## config.mk

```make
export PLATFORM = sky130hd
export DESIGN_NAME = ewc_write_cmd
export DESIGN_NICKNAME = d
export VERILOG_FILES = /design/src/ewc_pkg.sv /design/src/ewc_sector_if.sv /design/src/ewc_sector_mover.sv /design/src/ewc_write_cmd.sv
export VERILOG_INCLUDE_DIRS = /design/src
export SDC_FILE = /design/constraint.sdc
export NUM_CORES = 1
export LEC_CHECK = 0
export BUFFER_PORTS_ARGS = -buffer_cell sky130_fd_sc_hd__buf_2
export CORE_AREA = 2 2 160 162
export DETAILED_ROUTE_END_ITERATION = 6
export DIE_AREA = 0 0 162 164
export MAX_ROUTING_LAYER = met4
export PLACE_DENSITY = 0.78
export RECOVER_POWER = 50
export SLEW_MARGIN = 20
export SYNTH_ARGS = -nofsm -noshare
export SYNTH_HDL_FRONTEND = slang
export SYNTH_SLANG_ARGS = --single-unit
```

## constraint.sdc

```tcl
create_clock -name clk_sys_in -period 4.4 [get_ports clk_sys_in]
set_input_delay 0.44 -clock clk_sys_in [delete_from_list [all_inputs] [get_ports clk_sys_in]]
set_output_delay 0.44 -clock clk_sys_in [all_outputs]
set_load 0.02 [all_outputs]
```

## src/ewc_regs.svh

```systemverilog
// register map, fields, opcodes, resets
`ifndef EWC_REGS_SVH
`define EWC_REGS_SVH
`define EWC_OFF_COUNT 8'h00
`define EWC_OFF_LBA_LOW 8'h04
`define EWC_OFF_LBA_MID 8'h08
`define EWC_OFF_LBA_HIGH 8'h0C
`define EWC_OFF_CTRL 8'h10
`define EWC_OFF_CMD_STAT 8'h14
`define EWC_OFF_ERROR 8'h18
`define EWC_OFF_ALT_STAT 8'h1C
`define EWC_OPC_WRITE_EXT 8'h35
`define EWC_OPC_WRITE_FUA_EXT 8'h3D
`define EWC_CTRL_HIGH_BYTE_READBACK_SELECT 7
`define EWC_CTRL_WRITE_CACHE_ENABLE 0
`define EWC_CTRL_RESET 8'h00
`define EWC_ST_BUSY 7
`define EWC_ST_READY 6
`define EWC_ST_FAULT 5
`define EWC_ST_SEEK_COMPLETE_FLAG 4
`define EWC_ST_DATA_REQUEST 3
`define EWC_ST_CORRECTED_DATA_FLAG 2
`define EWC_ST_INDEX_PULSE_FLAG 1
`define EWC_ST_ERROR 0
`define EWC_ER_INTERFACE_CRC 7
`define EWC_ER_UNCORRECTABLE_DATA_FLAG 6
`define EWC_ER_SECTOR_NOT_FOUND_FLAG 4
`define EWC_ER_COMMAND_ABORTED_FLAG 2
`define EWC_ER_TIMEOUT_FLAG 1
`define EWC_ER_ADDRESS_MARK_MISSING_FLAG 0
`define EWC_WORDS_PER_SECTOR 256
`define EWC_MAX_LBA 48'hFFFF_FFFF_FFFF
`define EWC_RESP_OKAY 2'h0
`define EWC_RESP_SLVERR 2'h2
`endif

```

## src/ewc_pkg.sv

```systemverilog
// types shared by the write command block
package ewc_pkg;
    typedef enum logic [2:0] {
        EWC_IDLE,
        EWC_CHECK,
        EWC_XFER,
        EWC_COMMIT,
        EWC_FLUSH,
        EWC_END
    } ewc_state_t;
    typedef logic [47:0] ewc_lba_t;
endpackage

```

## src/ewc_sector_if.sv

```systemverilog
// sequencer to sector mover handshake
`timescale 1ns/10ps
interface ewc_sector_if;
    logic go;
    logic done;
    modport seq (output go, input done);
    modport mover (input go, output done);
endinterface

```

## src/ewc_sector_mover.sv

```systemverilog
// moves one sector of dma words to media
`timescale 1ns/10ps
`include "ewc_regs.svh"
module ewc_sector_mover import ewc_pkg::*; #(
    parameter int WORDS = `EWC_WORDS_PER_SECTOR
) (
    input wire logic clk_sys_in,
    input wire logic rst_n_in,
    input wire logic ce_in,
    ewc_sector_if.mover sec_if,
    input wire logic dma_wr_in,
    input wire logic [15:0] dma_data_in,
    input wire logic media_ready_in,
    output logic dma_req_out,
    output logic media_valid_out,
    output logic media_last_out,
    output logic [15:0] media_data_out
);
    localparam int CW = $clog2(WORDS + 1);
    logic busy_q, req_q, mv_q, last_q, done_q;
    logic [CW-1:0] left_q, left_nx;
    logic [15:0] data_q;
    logic take, drain, start, mv_nx, busy_nx;

    // take only while request shown
    assign take = req_q & dma_wr_in;
    assign drain = mv_q & media_ready_in;
    assign start = sec_if.go & ~busy_q;
    assign left_nx = start ? CW'(WORDS) : left_q - CW'(take);
    assign mv_nx = take | (mv_q & ~media_ready_in);
    assign busy_nx = start | (busy_q & ~(drain & (left_q == '0)));

    // sector word counter
    always_ff @(posedge clk_sys_in or negedge rst_n_in) begin
        if (!rst_n_in) begin
            busy_q <= 1'b0;
            left_q <= '0;
        end else if (ce_in) begin
            busy_q <= busy_nx;
            left_q <= left_nx;
        end
    end

    // request drops while slot full: backpressure
    always_ff @(posedge clk_sys_in or negedge rst_n_in) begin
        if (!rst_n_in) begin
            req_q <= 1'b0;
        end else if (ce_in) begin
            req_q <= busy_nx & (left_nx != '0) & ~mv_nx;
        end
    end

    // one-word slot to media
    always_ff @(posedge clk_sys_in or negedge rst_n_in) begin
        if (!rst_n_in) begin
            mv_q <= 1'b0;
            last_q <= 1'b0;
            data_q <= 16'h0000;
        end else if (ce_in) begin
            mv_q <= mv_nx;
            if (take) begin
                data_q <= dma_data_in;
                last_q <= (left_nx == '0);
            end
        end
    end

    // sector end after last word drains
    always_ff @(posedge clk_sys_in or negedge rst_n_in) begin
        if (!rst_n_in) begin
            done_q <= 1'b0;
        end else if (ce_in) begin
            done_q <= busy_q & drain & (left_q == '0);
        end
    end

    assign sec_if.done = done_q;
    assign dma_req_out = req_q;
    assign media_valid_out = mv_q;
    assign media_last_out = last_q;
    assign media_data_out = data_q;
endmodule

```

## src/ewc_write_cmd.sv

```systemverilog
// extended dma write command engine with axi4-lite task file
//
// The register offsets and the AXI4-Lite register port were decided locally.
`timescale 1ns/10ps
`include "ewc_regs.svh"
module ewc_write_cmd import ewc_pkg::*; #(
    parameter int WORDS_PER_SECTOR = `EWC_WORDS_PER_SECTOR,
    parameter logic [47:0] MAX_LBA = `EWC_MAX_LBA
) (
    input wire logic clk_sys_in,
    input wire logic rst_n_in,
    input wire logic ce_in,
    input wire logic [7:0] s_axi_awaddr_in,
    input wire logic s_axi_awvalid_in,
    output logic s_axi_awready_out,
    input wire logic [31:0] s_axi_wdata_in,
    input wire logic [3:0] s_axi_wstrb_in,
    input wire logic s_axi_wvalid_in,
    output logic s_axi_wready_out,
    output logic [1:0] s_axi_bresp_out,
    output logic s_axi_bvalid_out,
    input wire logic s_axi_bready_in,
    input wire logic [7:0] s_axi_araddr_in,
    input wire logic s_axi_arvalid_in,
    output logic s_axi_arready_out,
    output logic [31:0] s_axi_rdata_out,
    output logic [1:0] s_axi_rresp_out,
    output logic s_axi_rvalid_out,
    input wire logic s_axi_rready_in,
    output logic dma_req_out,
    input wire logic dma_wr_in,
    input wire logic [15:0] dma_data_in,
    input wire logic dma_crc_err_in,
    output logic intrq_out,
    output logic media_valid_out,
    output logic media_last_out,
    output logic [15:0] media_data_out,
    output logic [47:0] media_lba_out,
    input wire logic media_ready_in,
    input wire logic media_ack_in,
    input wire logic media_fail_in,
    output logic media_flush_out,
    input wire logic media_flush_done_in
);
    generate
        if (WORDS_PER_SECTOR < 1 || WORDS_PER_SECTOR > 65535) begin : g_chk
            $error("words per sector out of range");
        end
    endgenerate

    ewc_sector_if sec_if ();
    ewc_state_t state_q;
    logic [7:0] tf_cur_q [4];
    logic [7:0] tf_prev_q [4];
    logic [7:0] ctrl_q, err_q;
    logic awready_q, wready_q, bvalid_q, arready_q, rvalid_q;
    logic [1:0] bresp_q, rresp_q;
    logic [31:0] rdata_q;
    logic fua_q, crc_q, go_q, flush_q, intrq_q, err_flag_q;
    logic [16:0] remain_q;
    ewc_lba_t lba_q;
    logic wr_fire, rd_fire, cmd_wr, start_ok, start_bad, busy;
    logic range_bad, stat_rd, load_fail, finish;
    logic [48:0] last_lba;
    logic [7:0] status_w;

    // task file byte index: count, low, mid, high
    function automatic logic tf_hit(input logic [7:0] a);
        return a <= `EWC_OFF_LBA_HIGH && a[1:0] == 2'h0;
    endfunction
    function automatic logic [1:0] tf_idx(input logic [7:0] a);
        return a[3:2];
    endfunction
    function automatic logic mapped(input logic [7:0] a);
        return a <= `EWC_OFF_ALT_STAT && a[1:0] == 2'h0;
    endfunction

    assign busy = (state_q != EWC_IDLE);
    assign wr_fire = awready_q & s_axi_awvalid_in;
    assign rd_fire = arready_q & s_axi_arvalid_in;
    assign cmd_wr = wr_fire & s_axi_wstrb_in[0] & ~busy
        & (s_axi_awaddr_in == `EWC_OFF_CMD_STAT);
    // only the two write opcodes start a command; any other opcode written while idle aborts
    assign start_ok = cmd_wr
        & ((s_axi_wdata_in[7:0] == `EWC_OPC_WRITE_EXT)
        | (s_axi_wdata_in[7:0] == `EWC_OPC_WRITE_FUA_EXT));
    assign start_bad = cmd_wr & ~start_ok;
    assign stat_rd = rd_fire & (s_axi_araddr_in == `EWC_OFF_CMD_STAT);
    assign last_lba = {1'b0, lba_q} + {32'h0, remain_q} - 49'h1;
    assign range_bad = last_lba > {1'b0, MAX_LBA};
    assign load_fail = (state_q == EWC_CHECK && range_bad)
        || (state_q == EWC_COMMIT && media_ack_in && media_fail_in);
    assign finish = (state_q == EWC_END) || start_bad;

    // write channel, address and data together
    always_ff @(posedge clk_sys_in or negedge rst_n_in) begin
        if (!rst_n_in) begin
            awready_q <= 1'b0;
            wready_q <= 1'b0;
            bvalid_q <= 1'b0;
            bresp_q <= `EWC_RESP_OKAY;
        end else if (ce_in) begin
            awready_q <= s_axi_awvalid_in & s_axi_wvalid_in & ~awready_q
                & ~bvalid_q;
            wready_q <= s_axi_awvalid_in & s_axi_wvalid_in & ~awready_q
                & ~bvalid_q;
            if (wr_fire) begin
                bvalid_q <= 1'b1;
                bresp_q <= mapped(s_axi_awaddr_in) ? `EWC_RESP_OKAY
                    : `EWC_RESP_SLVERR;
            end else if (s_axi_bready_in) begin
                bvalid_q <= 1'b0;
            end
        end
    end

    // read channel with registered data
    always_ff @(posedge clk_sys_in or negedge rst_n_in) begin
        if (!rst_n_in) begin
            arready_q <= 1'b0;
            rvalid_q <= 1'b0;
            rresp_q <= `EWC_RESP_OKAY;
            rdata_q <= 32'h0000_0000;
        end else if (ce_in) begin
            arready_q <= s_axi_arvalid_in & ~arready_q & ~rvalid_q;
            if (rd_fire) begin
                rvalid_q <= 1'b1;
                rresp_q <= mapped(s_axi_araddr_in) ? `EWC_RESP_OKAY
                    : `EWC_RESP_SLVERR;
                rdata_q <= {24'h000000, read_mux(s_axi_araddr_in)};
            end else if (s_axi_rready_in) begin
                rvalid_q <= 1'b0;
            end
        end
    end

    // status is fixed apart from busy and error
    always_comb begin
        status_w = 8'h00;
        status_w[`EWC_ST_BUSY] = busy;
        status_w[`EWC_ST_READY] = 1'b1;
        status_w[`EWC_ST_SEEK_COMPLETE_FLAG] = 1'b1;
        status_w[`EWC_ST_ERROR] = err_flag_q;
    end

    // byte select picks readback half
    function automatic logic [7:0] read_mux(input logic [7:0] a);
        logic hi;
        hi = ctrl_q[`EWC_CTRL_HIGH_BYTE_READBACK_SELECT];
        if (tf_hit(a)) begin
            return hi ? tf_prev_q[tf_idx(a)] : tf_cur_q[tf_idx(a)];
        end
        case (a)
            `EWC_OFF_CTRL: return ctrl_q;
            `EWC_OFF_CMD_STAT: return status_w;
            `EWC_OFF_ALT_STAT: return status_w;
            `EWC_OFF_ERROR: return err_q;
            default: return 8'h00;
        endcase
    endfunction

    // task file: current shifts to previous; host writes ignored while busy, failing lba loaded on error
    always_ff @(posedge clk_sys_in or negedge rst_n_in) begin
        if (!rst_n_in) begin
            for (int i = 0; i < 4; i++) begin
                tf_cur_q[i] <= 8'h00;
                tf_prev_q[i] <= 8'h00;
            end
        end else if (ce_in) begin
            if (load_fail) begin
                tf_cur_q[1] <= lba_q[7:0];
                tf_cur_q[2] <= lba_q[15:8];
                tf_cur_q[3] <= lba_q[23:16];
                tf_prev_q[1] <= lba_q[31:24];
                tf_prev_q[2] <= lba_q[39:32];
                tf_prev_q[3] <= lba_q[47:40];
            end else if (wr_fire && !busy && s_axi_wstrb_in[0]
                    && tf_hit(s_axi_awaddr_in)) begin
                tf_prev_q[tf_idx(s_axi_awaddr_in)] <=
                    tf_cur_q[tf_idx(s_axi_awaddr_in)];
                tf_cur_q[tf_idx(s_axi_awaddr_in)] <= s_axi_wdata_in[7:0];
            end
        end
    end

    // control: readback select, write cache
    always_ff @(posedge clk_sys_in or negedge rst_n_in) begin
        if (!rst_n_in) begin
            ctrl_q <= `EWC_CTRL_RESET;
        end else if (ce_in) begin
            if (wr_fire && s_axi_wstrb_in[0]
                    && s_axi_awaddr_in == `EWC_OFF_CTRL) begin
                ctrl_q <= s_axi_wdata_in[7:0];
            end
        end
    end

    // command sequencer, one sector at a time so a failure stops cleanly
    always_ff @(posedge clk_sys_in or negedge rst_n_in) begin
        if (!rst_n_in) begin
            state_q <= EWC_IDLE;
            go_q <= 1'b0;
            flush_q <= 1'b0;
        end else if (ce_in) begin
            go_q <= 1'b0;
            case (state_q)
                EWC_IDLE: begin
                    if (start_ok) begin
                        state_q <= EWC_CHECK;
                    end
                end
                EWC_CHECK: begin
                    if (range_bad) begin
                        state_q <= EWC_END;
                    end else begin
                        go_q <= 1'b1;
                        state_q <= EWC_XFER;
                    end
                end
                EWC_XFER: begin
                    if (sec_if.done) begin
                        state_q <= EWC_COMMIT;
                    end
                end
                EWC_COMMIT: begin
                    if (media_ack_in) begin
                        if (media_fail_in) begin
                            state_q <= EWC_END;
                        end else if (remain_q != 17'h1) begin
                            go_q <= 1'b1;
                            state_q <= EWC_XFER;
                        end else if (fua_q
                                || !ctrl_q[`EWC_CTRL_WRITE_CACHE_ENABLE]) begin
                            flush_q <= 1'b1;
                            state_q <= EWC_FLUSH;
                        end else begin
                            state_q <= EWC_END;
                        end
                    end
                end
                EWC_FLUSH: begin
                    if (media_flush_done_in) begin
                        flush_q <= 1'b0;
                        state_q <= EWC_END;
                    end
                end
                EWC_END: begin
                    state_q <= EWC_IDLE;
                end
                default: begin
                    state_q <= EWC_IDLE;
                    flush_q <= 1'b0;
                end
            endcase
        end
    end

    // start address, count and per-command mode
    always_ff @(posedge clk_sys_in or negedge rst_n_in) begin
        if (!rst_n_in) begin
            lba_q <= 48'h0000_0000_0000;
            remain_q <= 17'h00000;
            fua_q <= 1'b0;
        end else if (ce_in) begin
            if (start_ok) begin
                lba_q <= {tf_prev_q[3], tf_prev_q[2], tf_prev_q[1],
                    tf_cur_q[3], tf_cur_q[2], tf_cur_q[1]};
                remain_q <= {(tf_prev_q[0] == 8'h00 && tf_cur_q[0] == 8'h00),
                    tf_prev_q[0], tf_cur_q[0]};
                fua_q <= (s_axi_wdata_in[7:0] == `EWC_OPC_WRITE_FUA_EXT);
            end else if (state_q == EWC_COMMIT && media_ack_in
                    && !media_fail_in && remain_q != 17'h1) begin
                lba_q <= lba_q + 48'h1;
                remain_q <= remain_q - 17'h1;
            end
        end
    end

    // link crc errors, reported only at the end
    always_ff @(posedge clk_sys_in or negedge rst_n_in) begin
        if (!rst_n_in) begin
            crc_q <= 1'b0;
        end else if (ce_in) begin
            if (dma_crc_err_in && busy) begin
                crc_q <= 1'b1;
            end else if (start_ok) begin
                crc_q <= 1'b0;
            end
        end
    end

    // ending error register; uncorrectable, timeout, mark bits stay zero
    always_ff @(posedge clk_sys_in or negedge rst_n_in) begin
        if (!rst_n_in) begin
            err_q <= 8'h00;
            err_flag_q <= 1'b0;
        end else if (ce_in) begin
            if (start_ok) begin
                err_q <= 8'h00;
                err_flag_q <= 1'b0;
            end else if (load_fail || start_bad) begin
                err_q <= 8'h00; // no stale cause from an earlier command
                err_q[`EWC_ER_SECTOR_NOT_FOUND_FLAG] <=
                    (state_q == EWC_CHECK);
                err_q[`EWC_ER_COMMAND_ABORTED_FLAG] <=
                    (state_q != EWC_CHECK);
                err_flag_q <= 1'b1;
            end else if (state_q == EWC_END && crc_q) begin
                err_q[`EWC_ER_INTERFACE_CRC] <= 1'b1;
                err_flag_q <= 1'b1;
            end
        end
    end

    // one interrupt per command; a new completion beats a status read
    always_ff @(posedge clk_sys_in or negedge rst_n_in) begin
        if (!rst_n_in) begin
            intrq_q <= 1'b0;
        end else if (ce_in) begin
            if (finish) begin
                intrq_q <= 1'b1;
            end else if (stat_rd || start_ok) begin
                intrq_q <= 1'b0;
            end
        end
    end

    ewc_sector_mover #(
        .WORDS(WORDS_PER_SECTOR)
    ) u_mover (
        .clk_sys_in(clk_sys_in),
        .rst_n_in(rst_n_in),
        .ce_in(ce_in),
        .sec_if(sec_if.mover),
        .dma_wr_in(dma_wr_in),
        .dma_data_in(dma_data_in),
        .media_ready_in(media_ready_in),
        .dma_req_out(dma_req_out),
        .media_valid_out(media_valid_out),
        .media_last_out(media_last_out),
        .media_data_out(media_data_out)
    );

    assign sec_if.go = go_q;
    assign s_axi_awready_out = awready_q;
    assign s_axi_wready_out = wready_q;
    assign s_axi_bvalid_out = bvalid_q;
    assign s_axi_bresp_out = bresp_q;
    assign s_axi_arready_out = arready_q;
    assign s_axi_rvalid_out = rvalid_q;
    assign s_axi_rresp_out = rresp_q;
    assign s_axi_rdata_out = rdata_q;
    assign intrq_out = intrq_q;
    assign media_lba_out = lba_q;
    assign media_flush_out = flush_q;
endmodule

```

Word-level counts from Yosys, hierarchy flattened
Index checks and enable logic that the tools add are counted.
{"block": "totals", "output_inout_bits": 110, "in_bits": 82, "word_cells": 235, "register_bits": 200}
{"block": "op_classes", "order_cmp": 8, "eq_ne": 22, "muxes": 65, "addsub": 5, "bitwise": 40, "reduce_logical": 61}
{"op": "24-bit two-way mux", "count": 4}
{"op": "48-bit two-way mux", "count": 2}
{"op": "8-bit two-way mux", "count": 11}
{"op": "32-bit bitwise mux", "count": 2}
{"op": "48-bit by 17-bit adder with 49-bit output", "count": 1}
{"op": "49-bit by 48-bit greater-than comparator with 1-bit output, second input constant", "count": 1}
{"op": "49-bit by 1-bit subtractor with 49-bit output, second input constant", "count": 1}
{"op": "48-bit by 1-bit adder with 48-bit output, second input constant", "count": 1}
{"op": "8-bit binary-select mux with 2-bit select", "count": 3}
{"op": "8-bit by 5-bit == test with 1-bit output, second input constant", "count": 6}
{"op": "17-bit two-way mux", "count": 2}
{"op": "2-bit AND reduction", "count": 13}
{"op": "1-bit two-way mux", "count": 25}
{"op": "8-bit one-hot mux with 3 select lines", "count": 1}
{"op": "1-bit AND", "count": 23}
{"op": "3-bit two-way mux", "count": 7}
{"op": "1-bit logical AND", "count": 18}
{"op": "9-bit logical NOT", "count": 2}
{"op": "17-bit by 1-bit != test with 1-bit output, second input constant", "count": 1}
{"op": "17-bit by 1-bit subtractor with 17-bit output, second input constant", "count": 1}
{"op": "8-bit demux with 2-bit select", "count": 1}
{"op": "8-bit by 6-bit == test with 1-bit output, second input constant", "count": 2}
{"op": "8-bit by 4-bit less-or-equal comparator with 1-bit output, second input constant", "count": 2}
{"op": "8-bit by 5-bit less-or-equal comparator with 1-bit output, second input constant", "count": 2}
{"op": "31 further kinds", "count": 69}

Depth between registers and ports, before layout
{"block": "logic_depth", "ltp_word": 10, "mapped_depth": 15}

Cells and area by module
From an unflattened synthesis, not the netlist that was laid out.
{"block": "hier_totals", "cells_unflattened": 1396, "area_unflattened_um2": 12771.0}
{"mod": "ewc_write_cmd", "n_inst": 1, "area_per_inst_um2": 11329.6, "cells_each": 1265}
{"mod": "ewc_sector_mover", "n_inst": 1, "area_per_inst_um2": 1441.4, "cells_each": 131}

Least setup slack after synthesis
Ideal clock, no wire load.
{"block": "synth_timing", "path_type": "register to register", "startpoint": "register lba_q[5] (netlist: media_lba_out[5])", "endpoint": "register tf_prev_q[12] (netlist bit)", "arrival_time_ps": 3032, "synth_period_minus_slack_ps": 3110, "path_stages_with_launch": 15, "setup_ps": 78, "slack_ps": 1290, "path_cell_list": "dfrtp_1 > inv_1 > ha_1 > inv_1 > ha_1 > a211oi_1 > o211ai_1 > a211oi_1 > o211ai_1 > o221a_2 > nand2_1 > clkbuf_1 > clkbuf_1 > a22oi_1 > o2bb2ai_1"}
{"block": "synth_between", "elab_chain_len": 7, "word_cells_on_any_way": 8}
{"item": "start, declared", "line": "ewc_write_cmd.sv:61", "text": "ewc_lba_t lba_q;"}
{"item": "start signal, assigned", "line": "ewc_write_cmd.sv:266", "text": "lba_q <= {tf_prev_q[3], tf_prev_q[2], tf_prev_q[1],"}
{"item": "start signal, assigned", "line": "ewc_write_cmd.sv:273", "text": "lba_q <= lba_q + 48'h1;"}
{"item": "48-bit by 17-bit adder with 49-bit output *", "line": "ewc_write_cmd.sv:89", "text": "assign last_lba = {1'b0, lba_q} + {32'h0, remain_q} - 49'h1;"}
{"item": "49-bit by 1-bit subtractor with 49-bit output *", "line": "ewc_write_cmd.sv:89"}
{"item": "49-bit by 48-bit greater-than comparator with 1-bit output *", "line": "ewc_write_cmd.sv:90", "text": "assign range_bad = last_lba > {1'b0, MAX_LBA};"}
{"item": "1-bit logical AND *", "line": "ewc_write_cmd.sv:91", "text": "assign load_fail = (state_q == EWC_CHECK && range_bad)"}
{"item": "1-bit logical OR *", "line": "ewc_write_cmd.sv:92", "text": "|| (state_q == EWC_COMMIT && media_ack_in && media_fail_in);"}
{"item": "2-bit nonzero test (no source line)"}
{"item": "2-bit AND reduction (no source line)"}
{"item": "end signal, assigned by index", "line": "ewc_write_cmd.sv:179", "text": "tf_prev_q[tf_idx(s_axi_awaddr_in)] <="}
{"item": "end, declared", "line": "ewc_write_cmd.sv:54", "text": "logic [7:0] tf_prev_q [4];"}
Every way passes the cells marked *; elsewhere a longest branch is shown, timed or not.
A chain may end at the register's enable or synchronous reset.

Worst setup path after layout
{"block": "layout_timing", "startpoint": "register lba_q[2] (netlist: media_lba_out[2])", "endpoint": "register tf_cur_q[20] (netlist bit)"}
{"block": "layout_between", "elab_chain_len": 7, "word_cells_on_any_way": 8}
{"item": "48-bit by 17-bit adder with 49-bit output *", "line": "ewc_write_cmd.sv:89"}
{"item": "49-bit by 1-bit subtractor with 49-bit output *", "line": "ewc_write_cmd.sv:89"}
{"item": "49-bit by 48-bit greater-than comparator with 1-bit output *", "line": "ewc_write_cmd.sv:90"}
{"item": "1-bit logical AND *", "line": "ewc_write_cmd.sv:91"}
{"item": "1-bit logical OR *", "line": "ewc_write_cmd.sv:92"}
{"item": "2-bit nonzero test (no source line)"}
{"item": "2-bit AND reduction (no source line)"}
{"item": "end signal, assigned by index", "line": "ewc_write_cmd.sv:181", "text": "tf_cur_q[tf_idx(s_axi_awaddr_in)] <= s_axi_wdata_in[7:0];"}
{"item": "end, declared", "line": "ewc_write_cmd.sv:53", "text": "logic [7:0] tf_cur_q [4];"}
Marks and branches as above.

==> metrics.md <==
| Metric | Value |
|---|---|
| Status | `complete, but fails checks` |
| Failing checks | `DRC, capacitance limit, slew limit` |
| Clk Latency, worst-skew pair | `0.45 ns` |
| Tmin final | `between 3 and 4 ns` |
| RSZ-0062 raised after global routing | `no` |
| Core ar. | `0.02482 sq mm` |
| Number of buffers created by CTS | `17` |
| GRT Util Overall | `28.69%` |
| Routed WL per cell | `20.94 um` |
| HP Class | `in2reg` |
| Mapped Area | `between 0.01 and 0.015 sq mm` |
| Initial antenna violation count | `0` |
| Synth warn | `0` |
| Worst-path fanout max | `34` |
| NumNets Final | `1,611` |
| Crit-path max cell delay | `0.52 ns` |
| Setup violations, final | `0` |
| Post-DP HPWL | `roughly 27 mm` |
| Hold worst-path end | `u_mover.media_data_out[10]` |
| Leakage Power | `6.228 nW` |
| Largest net degree at the start of global routing | `125` |
| Slew HR | `-69.04%` |
| Vias in the first global route | `10,300` |
| Sinks on the clock net | `193` |
| Die Height | `164 um` |
| Clock transition at path regs | `about 0.08 ns` |
| CP cell instances | `inv_1 -> ha_1 -> inv_1 -> ha_1 -> a211oi_1 -> o211ai_1 -> a211oi_1 -> o211ai_1 -> a41oi_1 -> nand2_1 -> buf_4 -> a22oi_1 -> o2bb2ai_1` |
| Mapped Cells | `roughly 1,300` |
| Crit path max-delay family | `compound AO/OA/AOI/OAI gates` |
| CTS tree | `built` |
| Post-synthesis cell type count | `74` |
| CTS root buf | `clkbuf_16` |
| Std cell rows | `58` |
| Crit start category | `flop` |
| FF-to-FF path depth | `13` |
| RR Endpoint | `tf_cur_q[20]` |
| Initial DRC Count | `1,443` |
| Worst EP arrival | `4.00 ns` |
| FMAX | `0.2656 GHz` |
| Initial core utilization | `between 40% and 50%` |
| Die area | `0.02657 sq mm` |
| Period utilization | `85.56%` |
| Top Ports | `around 190` |
| Grt ovf | `0` |
| Crit path kind | `reg2reg` |
| Layout area overhead | `12.64%` |
| Residual DRC | `1` |
| Port bufs | `~140` |
| Vias | `~11,000` |
| 1st-pass router iterations | `7` |
| Share of layout cells above drive strength 1 | `16.34%` |
| Worst Hold Launch | `dma_data_in[10]` |
| EDFF count, synth | `0` |
| ANT nets after route | `0` |
| Most used flip-flop cell after synthesis | `dfrtp_1` |
| CP Data Required Time | `between 4 and 5 ns` |
| Die W | `162 um` |
| First-pass GRT wire length | `a little under 60 mm` |
| Clock Tree Buf Depth | `2` |
| Finished Cell Area | `0.01383 sq mm` |
| Hold depth | `2` |
| Gp weighted congestion | `0.9566` |
| Hold Fails Final Rpt | `0` |
| Register bit total from synthesis | `193` |
| Worst-margin pin slew | `between 2 and 3 ns` |
| MaxCap Viol Count | `2` |
| CTS H-tree depth | `4` |
| Clock Skew | `0.01419 ns` |
| Seq/Total Area, Yosys | `39.33%` |
| CTS Hold Buffers Added | `0` |
| Slew Viols, Final | `84` |
| Slowest CP cell | `dfrtp_1` |
| Fraction of registers with async set/reset | `100.0%` |
| Most frequent cells in the layout | `dfrtp_1 (193), inv_1 (113), buf_2 (101), ha_1 (98)` |
| Most common cell after layout, fill and taps aside | `dfrtp_1` |
| Total wire length | `approximately 37 mm` |
| Worst reg2reg path startpoint | `media_lba_out[2]` |
| Final antenna diode count | `0` |
| Postcts setup bufs | `0` |
| Placed cell areas | `0.01325 sq mm` |
| Mean Syn Cell Area | `about 9.3 sq um` |
| Final TNS setup | `0 ns` |
| CP endpoint kind | `flop` |
| Cell Pwr Density | `386.9 mW/mm^2` |
| R2r setup slk | `0.64 ns` |
| Peak VDD IR | `approximately 0.25 mV` |
| DR vias/cell | `about 6.3` |
| CTS resizes | `0` |
| WP buf/inv | `3` |
[power by group]
part / switching, mW / internal [mW]
Combinational: 0.684 / 0.506
Sequential: 0.434 / 2.09
Clock: 0.843 / 0.792
Total: 1.96 / 3.39
[logic make-up after synthesis]
group                    Yosys count  synth area share, %
flip-flops                       193                39.33
adder cells (fa/ha/maj)           98                9.986
AO/OA/AOI/OAI                    393                21.14
buffers and inverters            209                7.245
XOR/XNOR                           2               0.1427
AND/OR/NAND/NOR                  356                14.64
multiplexers                      66                7.479
other                              1              0.03054
[how the worst max path moves through the flow]
stage | start | end | slack (ns) | depth (start not counted)
2_1_floorplan | media_lba_out[5] | tf_prev_q[12] | 1.29 | 14
6_report | media_lba_out[2] | tf_cur_q[20] | 0.64 | 13
5_1_grt | rst_n_in | tf_prev_q[27] | 0.37 | 3
4_1_cts | media_lba_out[2] | tf_prev_q[16] | 0.82 | 13
3_3_place_gp | media_lba_out[2] | tf_cur_q[13] | 0.90 | 13
3_5_place_dp | media_lba_out[2] | tf_prev_q[15] | 0.83 | 13
[Yosys cell counts, types with 6 or more instances]
library cell / instances / area (sq um)
a211oi_1: 11 / 82.58
nand4_1: 26 / 162.7
nor2_1: 70 / 262.8
a21oi_1: 85 / 425.4
nand3_1: 43 / 215.2
clkbuf_1: 61 / 229.0
o22a_1: 10 / 87.58
nor2b_1: 10 / 62.56
ha_1: 98 / 1226
o211ai_1: 7 / 52.55
buf_4: 27 / 202.7
o22ai_1: 10 / 62.56
o21ai_0: 95 / 475.5
and3_1: 12 / 75.07
and2_1: 10 / 62.56
nand2b_1: 8 / 50.05
mux2_2: 46 / 518.0
o21a_1: 6 / 45.04
a31oi_1: 12 / 75.07
nand2_1: 95 / 356.6
a22o_1: 11 / 96.34
inv_1: 113 / 424.2
nor4_1: 16 / 100.1
dfrtp_1: 193 / 4830
o2bb2ai_1: 37 / 324.1
or3_1: 7 / 43.79
nor3_1: 30 / 150.1
mux4_2: 16 / 360.4
a22oi_1: 50 / 375.4
a221o_1: 6 / 60.06
a21o_1: 11 / 82.58
[stage by stage]
step           hold slack, ns  utilization [%]  power (mW)  worst slack [ns]  instances
2_1_floorplan          0.1444                -       3.230             1.290       1343
3_3_place_gp           0.4585            53.40       3.685            0.8957       1740
3_5_place_dp           0.4685            53.40       3.731            0.8334       1740
4_1_cts                0.2082            55.91       5.353            0.8247       1772
5_1_grt                0.2066            55.73       5.555            0.3665       1774
6_report               0.2171            55.73       5.351            0.6353       1774
[final cells by class]
cell class                 instances  area [sq um]
sequential                       193          4830
multi-input combinational        941          6678
clock buffer                      17         425.4
timing repair buffer             164         859.6
clock inverter                    15         197.7
tap                              330         412.9
inverter                         114         427.9
fill                            2244         10990
[flip-flops by register name, indices dropped and copies added (netlist names), 3 cells and up]
register	cells
media_lba_out	48
u_mover.left_q	9
state_q	3
tf_cur_q	32
ctrl_q	8
u_mover.media_data_out	16
s_axi_rdata_out	8
tf_prev_q	32
err_q	3
remain_q	17
[layer usage]
layer  global-route usage [%]  part of all wire, %
met1                    37.71                   40
met2                    44.22                   46
met3                    4.495                  9.1
met4                    12.71                  4.8
met5                        -                    0
(Power assumes the default switching activity.)
